[src/lpec_pkg.sv]
// constants, types and register map of the line performance counters
`default_nettype none
package lpec_pkg;

    // register word indices; byte address is four times the index
    localparam logic [9:0] REG_ACCESS_INDEX = 10'h00E;
    localparam logic [9:0] REG_ACCESS_DATA  = 10'h00F;
    localparam logic [9:0] REG_SNAP_CTRL    = 10'h0C2;
    localparam logic [9:0] REG_OVF_EN0      = 10'h0C3;
    localparam logic [9:0] REG_OVF_EN1      = 10'h0C4;
    localparam logic [9:0] REG_OVF_FLAGS0   = 10'h0C5;
    localparam logic [9:0] REG_OVF_FLAGS1   = 10'h0C6;
    localparam logic [9:0] REG_FORMAT       = 10'h0C8;

    // indirect holding register indices
    localparam logic [3:0] ID_CRC_LO   = 4'h0;
    localparam logic [3:0] ID_CRC_HI   = 4'h1;
    localparam logic [3:0] ID_FER_LO   = 4'h2;
    localparam logic [3:0] ID_FER_HI   = 4'h3;
    localparam logic [3:0] ID_COFA     = 4'h4;
    localparam logic [3:0] ID_OOF      = 4'h5;
    localparam logic [3:0] ID_PATTERN_RECEIVER_LO  = 4'h6;
    localparam logic [3:0] ID_PATTERN_RECEIVER_HI  = 4'h7;
    localparam logic [3:0] ID_LCV_LO   = 4'h8;
    localparam logic [3:0] ID_LCV_HI   = 4'h9;
    localparam logic [3:0] ID_DDS_LO   = 4'hA;
    localparam logic [3:0] ID_DDS_HI   = 4'hB;

    // field positions
    localparam int CTRL_TRIG_BIT = 0;
    localparam int CTRL_AUTO_BIT = 1;
    localparam int OVF0_FER_BIT  = 0;
    localparam int OVF0_CRC_BIT  = 1;
    localparam int OVF0_COFA_BIT = 2;
    localparam int OVF0_OOF_BIT  = 3;
    localparam int OVF0_PATTERN_RECEIVER_BIT = 4;
    localparam int OVF0_DDS_BIT  = 5;
    localparam int OVF0_BITS     = 6;
    localparam int OVF1_LCV_BIT  = 0;

    // counter widths
    localparam int LCV_W  = 16;
    localparam int FER_W  = 12;
    localparam int CRC_W  = 10;
    localparam int DDS_W  = 10;
    localparam int COFA_W = 3;
    localparam int OOF_W  = 5;
    localparam int PATTERN_RECEIVER_W = 16;

    // reset values
    localparam logic [7:0] RST_BYTE  = 8'h00;
    localparam logic [3:0] RST_INDEX = 4'h0;

    // bus responses
    localparam logic [1:0] RESP_OKAY   = 2'h0;
    localparam logic [1:0] RESP_SLVERR = 2'h2;

    // snapshot interval
    localparam int unsigned ONE_SECOND_MS = 1000;
    localparam int unsigned CLK_PERIOD_NS = 50;
    localparam int unsigned SNAP_PERIOD_CYCLES =
        (ONE_SECOND_MS * 1000000) / CLK_PERIOD_NS;

    typedef enum logic [1:0] {
        FMT_SF,
        FMT_ESF,
        FMT_DM,
        FMT_SLC
    } lpec_format_e;

    typedef struct packed {
        logic line_code_viol;
        logic frame_bit_err;
        logic crc_err;
        logic data_pattern_err;
        logic align_change;
        logic sync_loss;
        logic pattern_err;
    } lpec_events_s;

endpackage
`default_nettype wire

[src/lpec_counter.sv]
// saturating event counter with snapshot holding register
`timescale 1ns/1ps
`default_nettype none
module lpec_counter #(
    parameter int WIDTH = 16
) (
    input  wire logic             aclk,
    input  wire logic             aresetn,
    input  wire logic             inc,
    input  wire logic             snap,
    output logic [WIDTH-1:0]      held,
    output logic                  ovf
);
    localparam logic [WIDTH-1:0] MAX_CNT = '1;
    localparam logic [WIDTH-1:0] ONE_CNT = WIDTH'(1);

    logic [WIDTH-1:0] cnt_ff;
    logic [WIDTH-1:0] held_ff;
    logic             ovf_ff;
    logic             at_max;

    assign at_max = (cnt_ff == MAX_CNT);
    assign held   = held_ff;
    assign ovf    = ovf_ff;

    // live count: clears on snapshot, saturates at max
    always_ff @(posedge aclk)
    begin
        if (!aresetn)
            cnt_ff <= '0;
        else if (snap)
            cnt_ff <= '0;
        else if (inc && !at_max)
            cnt_ff <= cnt_ff + ONE_CNT;
    end

    // capture includes an event arriving with the snapshot
    always_ff @(posedge aclk)
    begin
        if (!aresetn)
            held_ff <= '0;
        else if (snap)
            held_ff <= at_max ? MAX_CNT : cnt_ff + WIDTH'(inc);
    end

    // overflow pulse when an event finds the count full
    always_ff @(posedge aclk)
    begin
        if (!aresetn)
            ovf_ff <= 1'b0;
        else
            ovf_ff <= inc && at_max;
    end

    chk_cnt_clear: assert property (@(posedge aclk) disable iff (!aresetn)
        snap |=> cnt_ff == '0)
        else $error("count not cleared by snapshot");

    chk_event_kept: assert property (@(posedge aclk) disable iff (!aresetn)
        (snap && inc && !at_max) |=> held_ff == $past(cnt_ff) + ONE_CNT)
        else $error("event lost at snapshot");

    chk_count_hold: assert property (@(posedge aclk) disable iff (!aresetn)
        (at_max && !snap) |=> (cnt_ff == MAX_CNT))
        else $error("counter wrapped instead of holding");

    chk_ovf_pulse: assert property (@(posedge aclk) disable iff (!aresetn)
        (inc && at_max) |=> ovf_ff ##1 (ovf_ff == $past(inc && at_max)))
        else $error("overflow pulse wrong");

endmodule // lpec_counter
`default_nettype wire

[src/lpec_top.sv]
// performance counter bank with snapshot, indirect access and AXI4-Lite
`timescale 1ns/1ps
`default_nettype none
module lpec_top
    import lpec_pkg::*;
#(
    parameter int unsigned SNAP_PERIOD = SNAP_PERIOD_CYCLES
) (
    input  wire logic         aclk,
    input  wire logic         aresetn,
    input  wire logic [11:0]  s_axi_awaddr,
    input  wire logic         s_axi_awvalid,
    output logic              s_axi_awready,
    input  wire logic [31:0]  s_axi_wdata,
    input  wire logic [3:0]   s_axi_wstrb,
    input  wire logic         s_axi_wvalid,
    output logic              s_axi_wready,
    output logic [1:0]        s_axi_bresp,
    output logic              s_axi_bvalid,
    input  wire logic         s_axi_bready,
    input  wire logic [11:0]  s_axi_araddr,
    input  wire logic         s_axi_arvalid,
    output logic              s_axi_arready,
    output logic [31:0]       s_axi_rdata,
    output logic [1:0]        s_axi_rresp,
    output logic              s_axi_rvalid,
    input  wire logic         s_axi_rready,
    input  wire lpec_events_s events,
    output logic              irq
);
    // bus state
    logic [9:0]            aw_idx_ff;
    logic                  aw_full_ff;
    logic [7:0]            w_data_ff;
    logic                  w_lane_ff;
    logic                  w_full_ff;
    logic                  bvalid_ff;
    logic [1:0]            bresp_ff;
    logic                  rvalid_ff;
    logic [1:0]            rresp_ff;
    logic [31:0]           rdata_ff;
    logic                  wr_go;
    logic                  rd_go;
    logic [9:0]            ar_idx;
    logic                  wr_hit;
    logic                  rd_hit;
    logic [7:0]            rd_byte;

    // control and status
    logic [3:0]            index_ff;
    logic                  trig_ff;
    logic                  auto_en_ff;
    lpec_format_e          fmt_ff;
    logic [OVF0_BITS-1:0]  en0_ff;
    logic                  en1_ff;
    logic [OVF0_BITS-1:0]  flags0_ff;
    logic                  flags1_ff;
    logic [OVF0_BITS-1:0]  set0;
    logic [OVF0_BITS-1:0]  clr0;
    logic                  clr1;
    logic [31:0]           timer_ff;
    logic                  auto_tick;
    logic                  manual_rise;
    logic                  snap;
    logic [7:0]            held_byte;

    // counters
    logic [LCV_W-1:0]      lcv_held;
    logic [FER_W-1:0]      fer_held;
    logic [CRC_W-1:0]      crc_held;
    logic [DDS_W-1:0]      dds_held;
    logic [COFA_W-1:0]     cofa_held;
    logic [OOF_W-1:0]      oof_held;
    logic [PATTERN_RECEIVER_W-1:0]     pattern_receiver_held;
    logic                  lcv_ovf;
    logic                  fer_ovf;
    logic                  crc_ovf;
    logic                  dds_ovf;
    logic                  cofa_ovf;
    logic                  oof_ovf;
    logic                  pattern_receiver_ovf;
    logic                  crc_inc;
    logic                  dds_inc;

    // bus handshakes
    assign s_axi_awready = !aw_full_ff && !bvalid_ff;
    assign s_axi_wready  = !w_full_ff && !bvalid_ff;
    assign s_axi_bvalid  = bvalid_ff;
    assign s_axi_bresp   = bresp_ff;
    assign s_axi_arready = !rvalid_ff;
    assign s_axi_rvalid  = rvalid_ff;
    assign s_axi_rresp   = rresp_ff;
    assign s_axi_rdata   = rdata_ff;
    assign wr_go  = aw_full_ff && w_full_ff && !bvalid_ff;
    assign rd_go  = s_axi_arvalid && !rvalid_ff;
    assign ar_idx = s_axi_araddr[11:2];

    // write address and data are taken in either order
    always_ff @(posedge aclk)
    begin
        if (!aresetn)
        begin
            aw_full_ff <= 1'b0;
            w_full_ff  <= 1'b0;
            aw_idx_ff  <= 10'h000;
            w_data_ff  <= RST_BYTE;
            w_lane_ff  <= 1'b0;
        end
        else
        begin
            if (s_axi_awvalid && s_axi_awready)
            begin
                aw_full_ff <= 1'b1;
                aw_idx_ff  <= s_axi_awaddr[11:2];
            end
            else if (wr_go)
                aw_full_ff <= 1'b0;
            if (s_axi_wvalid && s_axi_wready)
            begin
                w_full_ff <= 1'b1;
                w_data_ff <= s_axi_wdata[7:0];
                w_lane_ff <= s_axi_wstrb[0];       // only the low lane holds data
            end
            else if (wr_go)
                w_full_ff <= 1'b0;
        end
    end

    // write address decode
    always_comb
    begin
        unique case (aw_idx_ff)
            REG_ACCESS_INDEX, REG_ACCESS_DATA, REG_SNAP_CTRL,
            REG_OVF_EN0, REG_OVF_EN1, REG_OVF_FLAGS0,
            REG_OVF_FLAGS1, REG_FORMAT: wr_hit = 1'b1;
            default:                    wr_hit = 1'b0;
        endcase
    end

    // write response, one cycle after both halves are held
    always_ff @(posedge aclk)
    begin
        if (!aresetn)
        begin
            bvalid_ff <= 1'b0;
            bresp_ff  <= RESP_OKAY;
        end
        else if (wr_go)
        begin
            bvalid_ff <= 1'b1;
            bresp_ff  <= wr_hit ? RESP_OKAY : RESP_SLVERR;
        end
        else if (s_axi_bready)
            bvalid_ff <= 1'b0;
    end

    // control registers written by software
    always_ff @(posedge aclk)
    begin
        if (!aresetn)
        begin
            index_ff   <= RST_INDEX;
            trig_ff    <= 1'b0;
            auto_en_ff <= 1'b0;
            fmt_ff     <= FMT_SF;
            en0_ff     <= '0;
            en1_ff     <= 1'b0;
        end
        else if (wr_go && w_lane_ff)
        begin
            unique case (aw_idx_ff)
                REG_ACCESS_INDEX: index_ff <= w_data_ff[3:0];
                REG_SNAP_CTRL:
                begin
                    trig_ff    <= w_data_ff[CTRL_TRIG_BIT];
                    auto_en_ff <= w_data_ff[CTRL_AUTO_BIT];
                end
                REG_FORMAT:  fmt_ff <= lpec_format_e'(w_data_ff[1:0]);
                REG_OVF_EN0: en0_ff <= w_data_ff[OVF0_BITS-1:0];
                REG_OVF_EN1: en1_ff <= w_data_ff[OVF1_LCV_BIT];
                default: ;
            endcase
        end
    end

    // snapshot sources: written trigger edge or one-second tick
    assign manual_rise = wr_go && w_lane_ff && aw_idx_ff == REG_SNAP_CTRL
                         && w_data_ff[CTRL_TRIG_BIT] && !trig_ff;
    assign auto_tick   = auto_en_ff
                         && timer_ff == SNAP_PERIOD - 32'd1;
    assign snap        = manual_rise || auto_tick;

    // one-second interval timer, idle while auto snapshot is off
    always_ff @(posedge aclk)
    begin
        if (!aresetn)
            timer_ff <= 32'h0000_0000;
        else if (!auto_en_ff || auto_tick)
            timer_ff <= 32'h0000_0000;
        else
            timer_ff <= timer_ff + 32'd1;
    end

    // format-dependent counter assignment
    assign crc_inc = events.crc_err && fmt_ff == FMT_ESF;
    assign dds_inc = events.data_pattern_err && fmt_ff == FMT_DM;

    // counter bank
    lpec_counter #(.WIDTH(LCV_W)) u_lcv (
        .aclk(aclk), .aresetn(aresetn), .inc(events.line_code_viol),
        .snap(snap), .held(lcv_held), .ovf(lcv_ovf));
    lpec_counter #(.WIDTH(FER_W)) u_fer (
        .aclk(aclk), .aresetn(aresetn), .inc(events.frame_bit_err),
        .snap(snap), .held(fer_held), .ovf(fer_ovf));
    lpec_counter #(.WIDTH(CRC_W)) u_crc (
        .aclk(aclk), .aresetn(aresetn), .inc(crc_inc),
        .snap(snap), .held(crc_held), .ovf(crc_ovf));
    lpec_counter #(.WIDTH(DDS_W)) u_dds (
        .aclk(aclk), .aresetn(aresetn), .inc(dds_inc),
        .snap(snap), .held(dds_held), .ovf(dds_ovf));
    lpec_counter #(.WIDTH(COFA_W)) u_cofa (
        .aclk(aclk), .aresetn(aresetn), .inc(events.align_change),
        .snap(snap), .held(cofa_held), .ovf(cofa_ovf));
    lpec_counter #(.WIDTH(OOF_W)) u_oof (
        .aclk(aclk), .aresetn(aresetn), .inc(events.sync_loss),
        .snap(snap), .held(oof_held), .ovf(oof_ovf));
    lpec_counter #(.WIDTH(PATTERN_RECEIVER_W)) u_pattern_receiver (
        .aclk(aclk), .aresetn(aresetn), .inc(events.pattern_err),
        .snap(snap), .held(pattern_receiver_held), .ovf(pattern_receiver_ovf));

    // overflow sources and write-one-to-clear terms
    always_comb
    begin
        set0 = '0;
        set0[OVF0_FER_BIT]  = fer_ovf;
        set0[OVF0_CRC_BIT]  = crc_ovf;
        set0[OVF0_COFA_BIT] = cofa_ovf;
        set0[OVF0_OOF_BIT]  = oof_ovf;
        set0[OVF0_PATTERN_RECEIVER_BIT] = pattern_receiver_ovf;
        set0[OVF0_DDS_BIT]  = dds_ovf;
        clr0 = '0;
        clr1 = 1'b0;
        if (wr_go && w_lane_ff && aw_idx_ff == REG_OVF_FLAGS0)
            clr0 = w_data_ff[OVF0_BITS-1:0];
        if (wr_go && w_lane_ff && aw_idx_ff == REG_OVF_FLAGS1)
            clr1 = w_data_ff[OVF1_LCV_BIT];
    end

    // sticky overflow flags; a new overflow beats a clear
    always_ff @(posedge aclk)
    begin
        if (!aresetn)
        begin
            flags0_ff <= '0;
            flags1_ff <= 1'b0;
        end
        else
        begin
            flags0_ff <= (flags0_ff & ~clr0) | set0;
            flags1_ff <= (flags1_ff & ~clr1) | lcv_ovf;
        end
    end

    // interrupt from enabled flags only
    assign irq = |(flags0_ff & en0_ff) || (flags1_ff && en1_ff);

    // indirect holding register selection
    always_comb
    begin
        unique case (index_ff)
            ID_CRC_LO:  held_byte = crc_held[7:0];
            ID_CRC_HI:  held_byte = {6'h00, crc_held[9:8]};
            ID_FER_LO:  held_byte = fer_held[7:0];
            ID_FER_HI:  held_byte = {4'h0, fer_held[11:8]};
            ID_COFA:    held_byte = {5'h00, cofa_held};
            ID_OOF:     held_byte = {3'h0, oof_held};
            ID_PATTERN_RECEIVER_LO: held_byte = pattern_receiver_held[7:0];
            ID_PATTERN_RECEIVER_HI: held_byte = pattern_receiver_held[15:8];
            ID_LCV_LO:  held_byte = lcv_held[7:0];
            ID_LCV_HI:  held_byte = lcv_held[15:8];
            ID_DDS_LO:  held_byte = dds_held[7:0];
            ID_DDS_HI:  held_byte = {6'h00, dds_held[9:8]};
            default:    held_byte = RST_BYTE;
        endcase
    end

    // read data mux
    always_comb
    begin
        rd_hit  = 1'b1;
        rd_byte = RST_BYTE;
        unique case (ar_idx)
            REG_ACCESS_INDEX: rd_byte = {4'h0, index_ff};
            REG_ACCESS_DATA:  rd_byte = held_byte;
            REG_SNAP_CTRL:
            begin
                rd_byte[CTRL_TRIG_BIT] = trig_ff;
                rd_byte[CTRL_AUTO_BIT] = auto_en_ff;
            end
            REG_FORMAT:       rd_byte = {6'h00, fmt_ff};
            REG_OVF_EN0:      rd_byte = {2'h0, en0_ff};
            REG_OVF_EN1:      rd_byte = {7'h00, en1_ff};
            REG_OVF_FLAGS0:   rd_byte = {2'h0, flags0_ff};
            REG_OVF_FLAGS1:   rd_byte = {7'h00, flags1_ff};
            default:          rd_hit = 1'b0;
        endcase
    end

    // read channel, answer one cycle after the address is taken
    always_ff @(posedge aclk)
    begin
        if (!aresetn)
        begin
            rvalid_ff <= 1'b0;
            rresp_ff  <= RESP_OKAY;
            rdata_ff  <= 32'h0000_0000;
        end
        else if (rd_go)
        begin
            rvalid_ff <= 1'b1;
            rresp_ff  <= rd_hit ? RESP_OKAY : RESP_SLVERR;
            rdata_ff  <= {24'h000000, rd_byte};
        end
        else if (s_axi_rready)
            rvalid_ff <= 1'b0;
    end

    chk_auto_tick_snap: assert property (@(posedge aclk) disable iff (!aresetn)
        (auto_en_ff && timer_ff == SNAP_PERIOD - 32'd1) |-> snap
        ##1 (timer_ff == 32'h0000_0000))
        else $error("auto snapshot missed");

    chk_snap_cause: assert property (@(posedge aclk) disable iff (!aresetn)
        (snap && !manual_rise) |-> auto_en_ff)
        else $error("snapshot without a cause");

    chk_manual_edge: assert property (@(posedge aclk) disable iff (!aresetn)
        manual_rise |=> trig_ff ##0 !$past(trig_ff))
        else $error("manual trigger edge wrong");

    chk_crc_gate: assert property (@(posedge aclk) disable iff (!aresetn)
        (fmt_ff != FMT_ESF) |-> !crc_inc)
        else $error("crc counted outside extended superframe");

    chk_dds_gate: assert property (@(posedge aclk) disable iff (!aresetn)
        (fmt_ff != FMT_DM) |-> !dds_inc)
        else $error("data pattern counted outside multiplex");

    chk_flag_sticky: assert property (@(posedge aclk) disable iff (!aresetn)
        (flags0_ff[OVF0_FER_BIT] && !clr0[OVF0_FER_BIT])
        |=> flags0_ff[OVF0_FER_BIT])
        else $error("overflow flag dropped without clear");

    chk_lcv_flag_map: assert property (@(posedge aclk) disable iff (!aresetn)
        lcv_ovf |=> flags1_ff && (flags0_ff == $past(flags0_ff & ~clr0 | set0)))
        else $error("line code overflow misplaced");

    chk_irq_masked: assert property (@(posedge aclk) disable iff (!aresetn)
        (en0_ff == '0 && !en1_ff) |-> !irq)
        else $error("interrupt with all enables off");

    chk_index_read: assert property (@(posedge aclk) disable iff (!aresetn)
        (rd_go && ar_idx == REG_ACCESS_DATA && index_ff == ID_LCV_LO)
        |=> s_axi_rdata == {24'h000000, $past(lcv_held[7:0])})
        else $error("indirect read returned wrong byte");

endmodule // lpec_top
`default_nettype wire

[config.mk]
export PLATFORM = sky130hd
export DESIGN_NAME = lpec_top
export DESIGN_NICKNAME = d
export VERILOG_FILES = /design/src/lpec_pkg.sv /design/src/lpec_counter.sv /design/src/lpec_top.sv
export SDC_FILE = /design/constraint.sdc
export NUM_CORES = 1
export LEC_CHECK = 0
export BUFFER_PORTS_ARGS = -buffer_cell sky130_fd_sc_hd__buf_2
export CORE_MARGIN = 8
export CORE_UTILIZATION = 35
export DETAILED_ROUTE_END_ITERATION = 8
export GPL_ROUTABILITY_DRIVEN = 0
export PLACE_DENSITY = 0.61
export SYNTH_ARGS = -nofsm -noshare
export SYNTH_HDL_FRONTEND = slang
export SYNTH_SLANG_ARGS = --single-unit
export TNS_END_PERCENT = 30
[constraint.sdc]
create_clock -name aclk -period 2.6 [get_ports aclk]
set_input_delay 0.13 -clock aclk [delete_from_list [all_inputs] [get_ports aclk]]
set_output_delay 0.13 -clock aclk [all_outputs]
set_load 0.1 [all_outputs]
==> impl_metrics.toml <==
[sta]
setup_viol = 0
rsz0062_at_grt = "no"
tightestPinTransition_ns = 1.02
skew_ns = 0.0131
holdWs_ns = 0.0274
fin_crit_ns = 2.43
drv_slew = 0
maxSlewHeadroom_pct = 31.8
finalCritPeriodShare_pct = 93.6
fmax_mhz = 411
hold_viol = 0

[clock_network]
numClockSinks = 236
cts_tree = "yes"
cts_root_buffer = "clkbuf_16"
cts_buffers = 26
clock_latency_ns = 0.54
cts_buffer_depth = 3
path_clk_slew_ns = 0.06
cts_max_level = 1

[finish]
final_nets = 1611
synthToLayoutAreaGrowth_pct = 13.7
drive_gt1_share_pct = 10.8
nFillCells = 3517
finish.utilization_pct = 40.0
final_cell_mix = "236 x dfxtp_1, 154 x nor2_1, 118 x nand2_1, 95 x o21ai_0, 88 x nand4_1"
layout_commonest_cell = "dfxtp_1"

[die]
die_y_um = 204
start_util_pct = 35.2
io_pins = 116
fp.dieW_um = 204
core_um2 = 35300
dieArea_um2 = 41800
rows = 69

[worst_setup_path]
cp_max_fo = 22
setup.worst_path.end_class = "flop"
path_class = "flop to flop"
crit_family = "simple AND/OR/NAND/NOR gates"
worstPathArrival_ns = 2.84
crit_chain = "ha_1 > and3_1 > nand3_1 > or3_2 > buf_4 > a211oi_1 > nor3_1"
cp_slowest_stage_delay_ns = 0.61
cpMaxStageDelayCell = "or3_2"
cp_num_buf_inv = 1
required_ns = 3.01
critPathLaunchType = "flop"

[place]
portBuffers = 56
dpl.hpwl_um = 23000

[run]
max_cap_viol_count = 0

[route]
wl_per_cell_um = 15.9
vias = 10540
drtPass1Iterations = 5
postRouteWirelength_um = 31800
drt_iter0_markers = 746
route.detailed.drc = 0
ant_nets = 0
viasPerCell = 5.29

[global_routing]
gr-total-overflow = 0
grt_max_degree = 93
grt_antenna_before_repair = 1
grt_pass1_vias = 10071
grtUsageTotal_pct = 14.9
grt_pass1_wl_um = 52600

[logic_synthesis]
seq_area_frac_synth_pct = 38.0
synth_cell_types = 80
synthArstFlopShare_pct = 0
ys_warn_count = 0
ys_ff_latch = 236
synth_edf_count = 0
synth.cell_area_um2 = 12400
synth_ff_type = "dfxtp_1"
syn_area_per_cell_um2 = 8.40
synthCells = 1480

[run_status]
status = "finished, final reports clean"

[power]
power_density_nw_per_um2 = 569
cellLeakagePower_nw = 5.02
peakVddDrop_mv = 0.505

[hold_path]
hold_class = "primary input to flop"
[worst reg2reg max path: cells and delay by family, from the launching register on]
family / cells / cell delay, ns
buffers and inverters: 1 / 0.28
flip-flops: 1 / 0.40
AND/OR/NAND/NOR: 4 / 1.05
adder cells (fa/ha/maj): 1 / 0.29
AO/OA/AOI/OAI: 1 / 0.28
[through the flow]
step	area, um2	total power (W)	setup TNS, ns	setup slack [ns]	std cells
floorplan	12500	0.00428	-2.41	-0.311	1505
global placement	13000	0.00436	0	0.234	1921
detailed placement	13000	0.00437	0	0.192	1921
CTS	14100	0.00814	0	0.171	1993
global route	14100	0.00834	0	0.0299	1994
finish	14100	0.00804	0	0.167	1994
[kinds of logic (layout without fill, tap and decap cells)]
group	after synthesis	in the layout	share of synthesized area, %
buf+inv	154	181	6.27
xor+xnor	142	142	10.0
flops	236	236	38.0
mux	47	47	4.03
compound gates	265	265	13.9
fa+ha+maj	24	24	2.42
simple gates	611	611	25.3
other cells	1	27	0.0302
[state kept, by name, indices dropped and copies added (netlist names), 2 cells and up]
name and flops:
u_crc.held 10, u_cofa.held 3, fmt_ff 2, flags0_ff 6, en0_ff 6, u_crc.cnt_ff 10, aw_idx_ff 10, u_dds.cnt_ff 10
u_pattern_receiver.held 16, u_cofa.cnt_ff 3, u_pattern_receiver.cnt_ff 16, u_oof.held 5, index_ff 4, timer_ff 32, w_data_ff 6, u_lcv.held 16
u_dds.held 10, u_oof.cnt_ff 5, u_fer.held 12, s_axi_rdata 8, u_fer.cnt_ff 12, u_lcv.cnt_ff 16
[power breakdown]
group	total (W)	switching, W	internal, W
combinational	0.000612	0.000462	0.000150
clock	0.00372	0.00155	0.00217
sequential	0.00371	0.0000519	0.00366
[area by class of cell]
type / count / area [um2] / share of cell area (%)
Antenna cell: 1 / 2.50 / 0.0177
Clock buffer: 34 / 721 / 5.10
Clock inverter: 13 / 155 / 1.10
Inverter: 16 / 60.1 / 0.425
Multi-Input combinational cell: 1115 / 7060 / 50.0
Sequential cell: 236 / 4720 / 33.4
Tap cell: 461 / 577 / 4.08
Timing Repair Buffer: 118 / 823 / 5.83
[what timing repair did]
action | CTS | global route
endpoints found under the hold margin | 27 | 0
setup buffers | 0 | 0
hold buffers | 25 | 0
setup endpoints to repair | 0 | 10
resized for setup | 0 | 1
[cell usage after synthesis (all sizes together), types with 6 or more instances]
| master | count | area [um2] |
|---|---|---|
| a22oi | 9 | 67.6 |
| mux2i | 41 | 410 |
| nor3 | 39 | 226 |
| o21a | 6 | 45.0 |
| nand3b | 8 | 60.1 |
| ha | 24 | 300 |
| nand2b | 7 | 43.8 |
| xor2 | 74 | 648 |
| nand2 | 118 | 443 |
| nor4 | 19 | 131 |
| and2 | 16 | 100 |
| clkbuf | 64 | 241 |
| buf | 74 | 478 |
| o22ai | 8 | 50.1 |
| nor2 | 156 | 586 |
| nand3 | 69 | 350 |
| o221ai | 9 | 78.8 |
| o31a | 18 | 158 |
| xnor2 | 68 | 596 |
| o31ai | 6 | 45.0 |
| nor3b | 6 | 45.0 |
| a21oi | 45 | 229 |
| nand4 | 88 | 551 |
| and3 | 31 | 194 |
| and4 | 11 | 96.3 |
| a21boi | 20 | 150 |
| o21ai | 103 | 516 |
| or3 | 12 | 75.1 |
| a31oi | 7 | 73.8 |
| inv | 15 | 56.3 |
| nor2b | 13 | 81.3 |
| dfxtp | 236 | 4720 |
[worst paths after layout]
check | startpoint | end | slack, ns | depth (start not counted)
max | timer_ff[0] | u_pattern_receiver.held[10] | 0.17 | 7
min | events[3] | u_dds.ovf | 0.03 | 3
max reg2reg | timer_ff[0] | u_pattern_receiver.held[10] | 0.17 | 7
min reg2reg | u_dds.ovf | flags0_ff[5] | 0.44 | 1
[metal layers]
metal  GRT usage, %  wire (um)  vias up
met5              0          0        -
met4           3.83        641        0
met3           3.20       1930       44
met2           24.4      14500      239
met1           19.7      14700     4974
li1               -          -     5283
(Power assumes the default switching activity.)
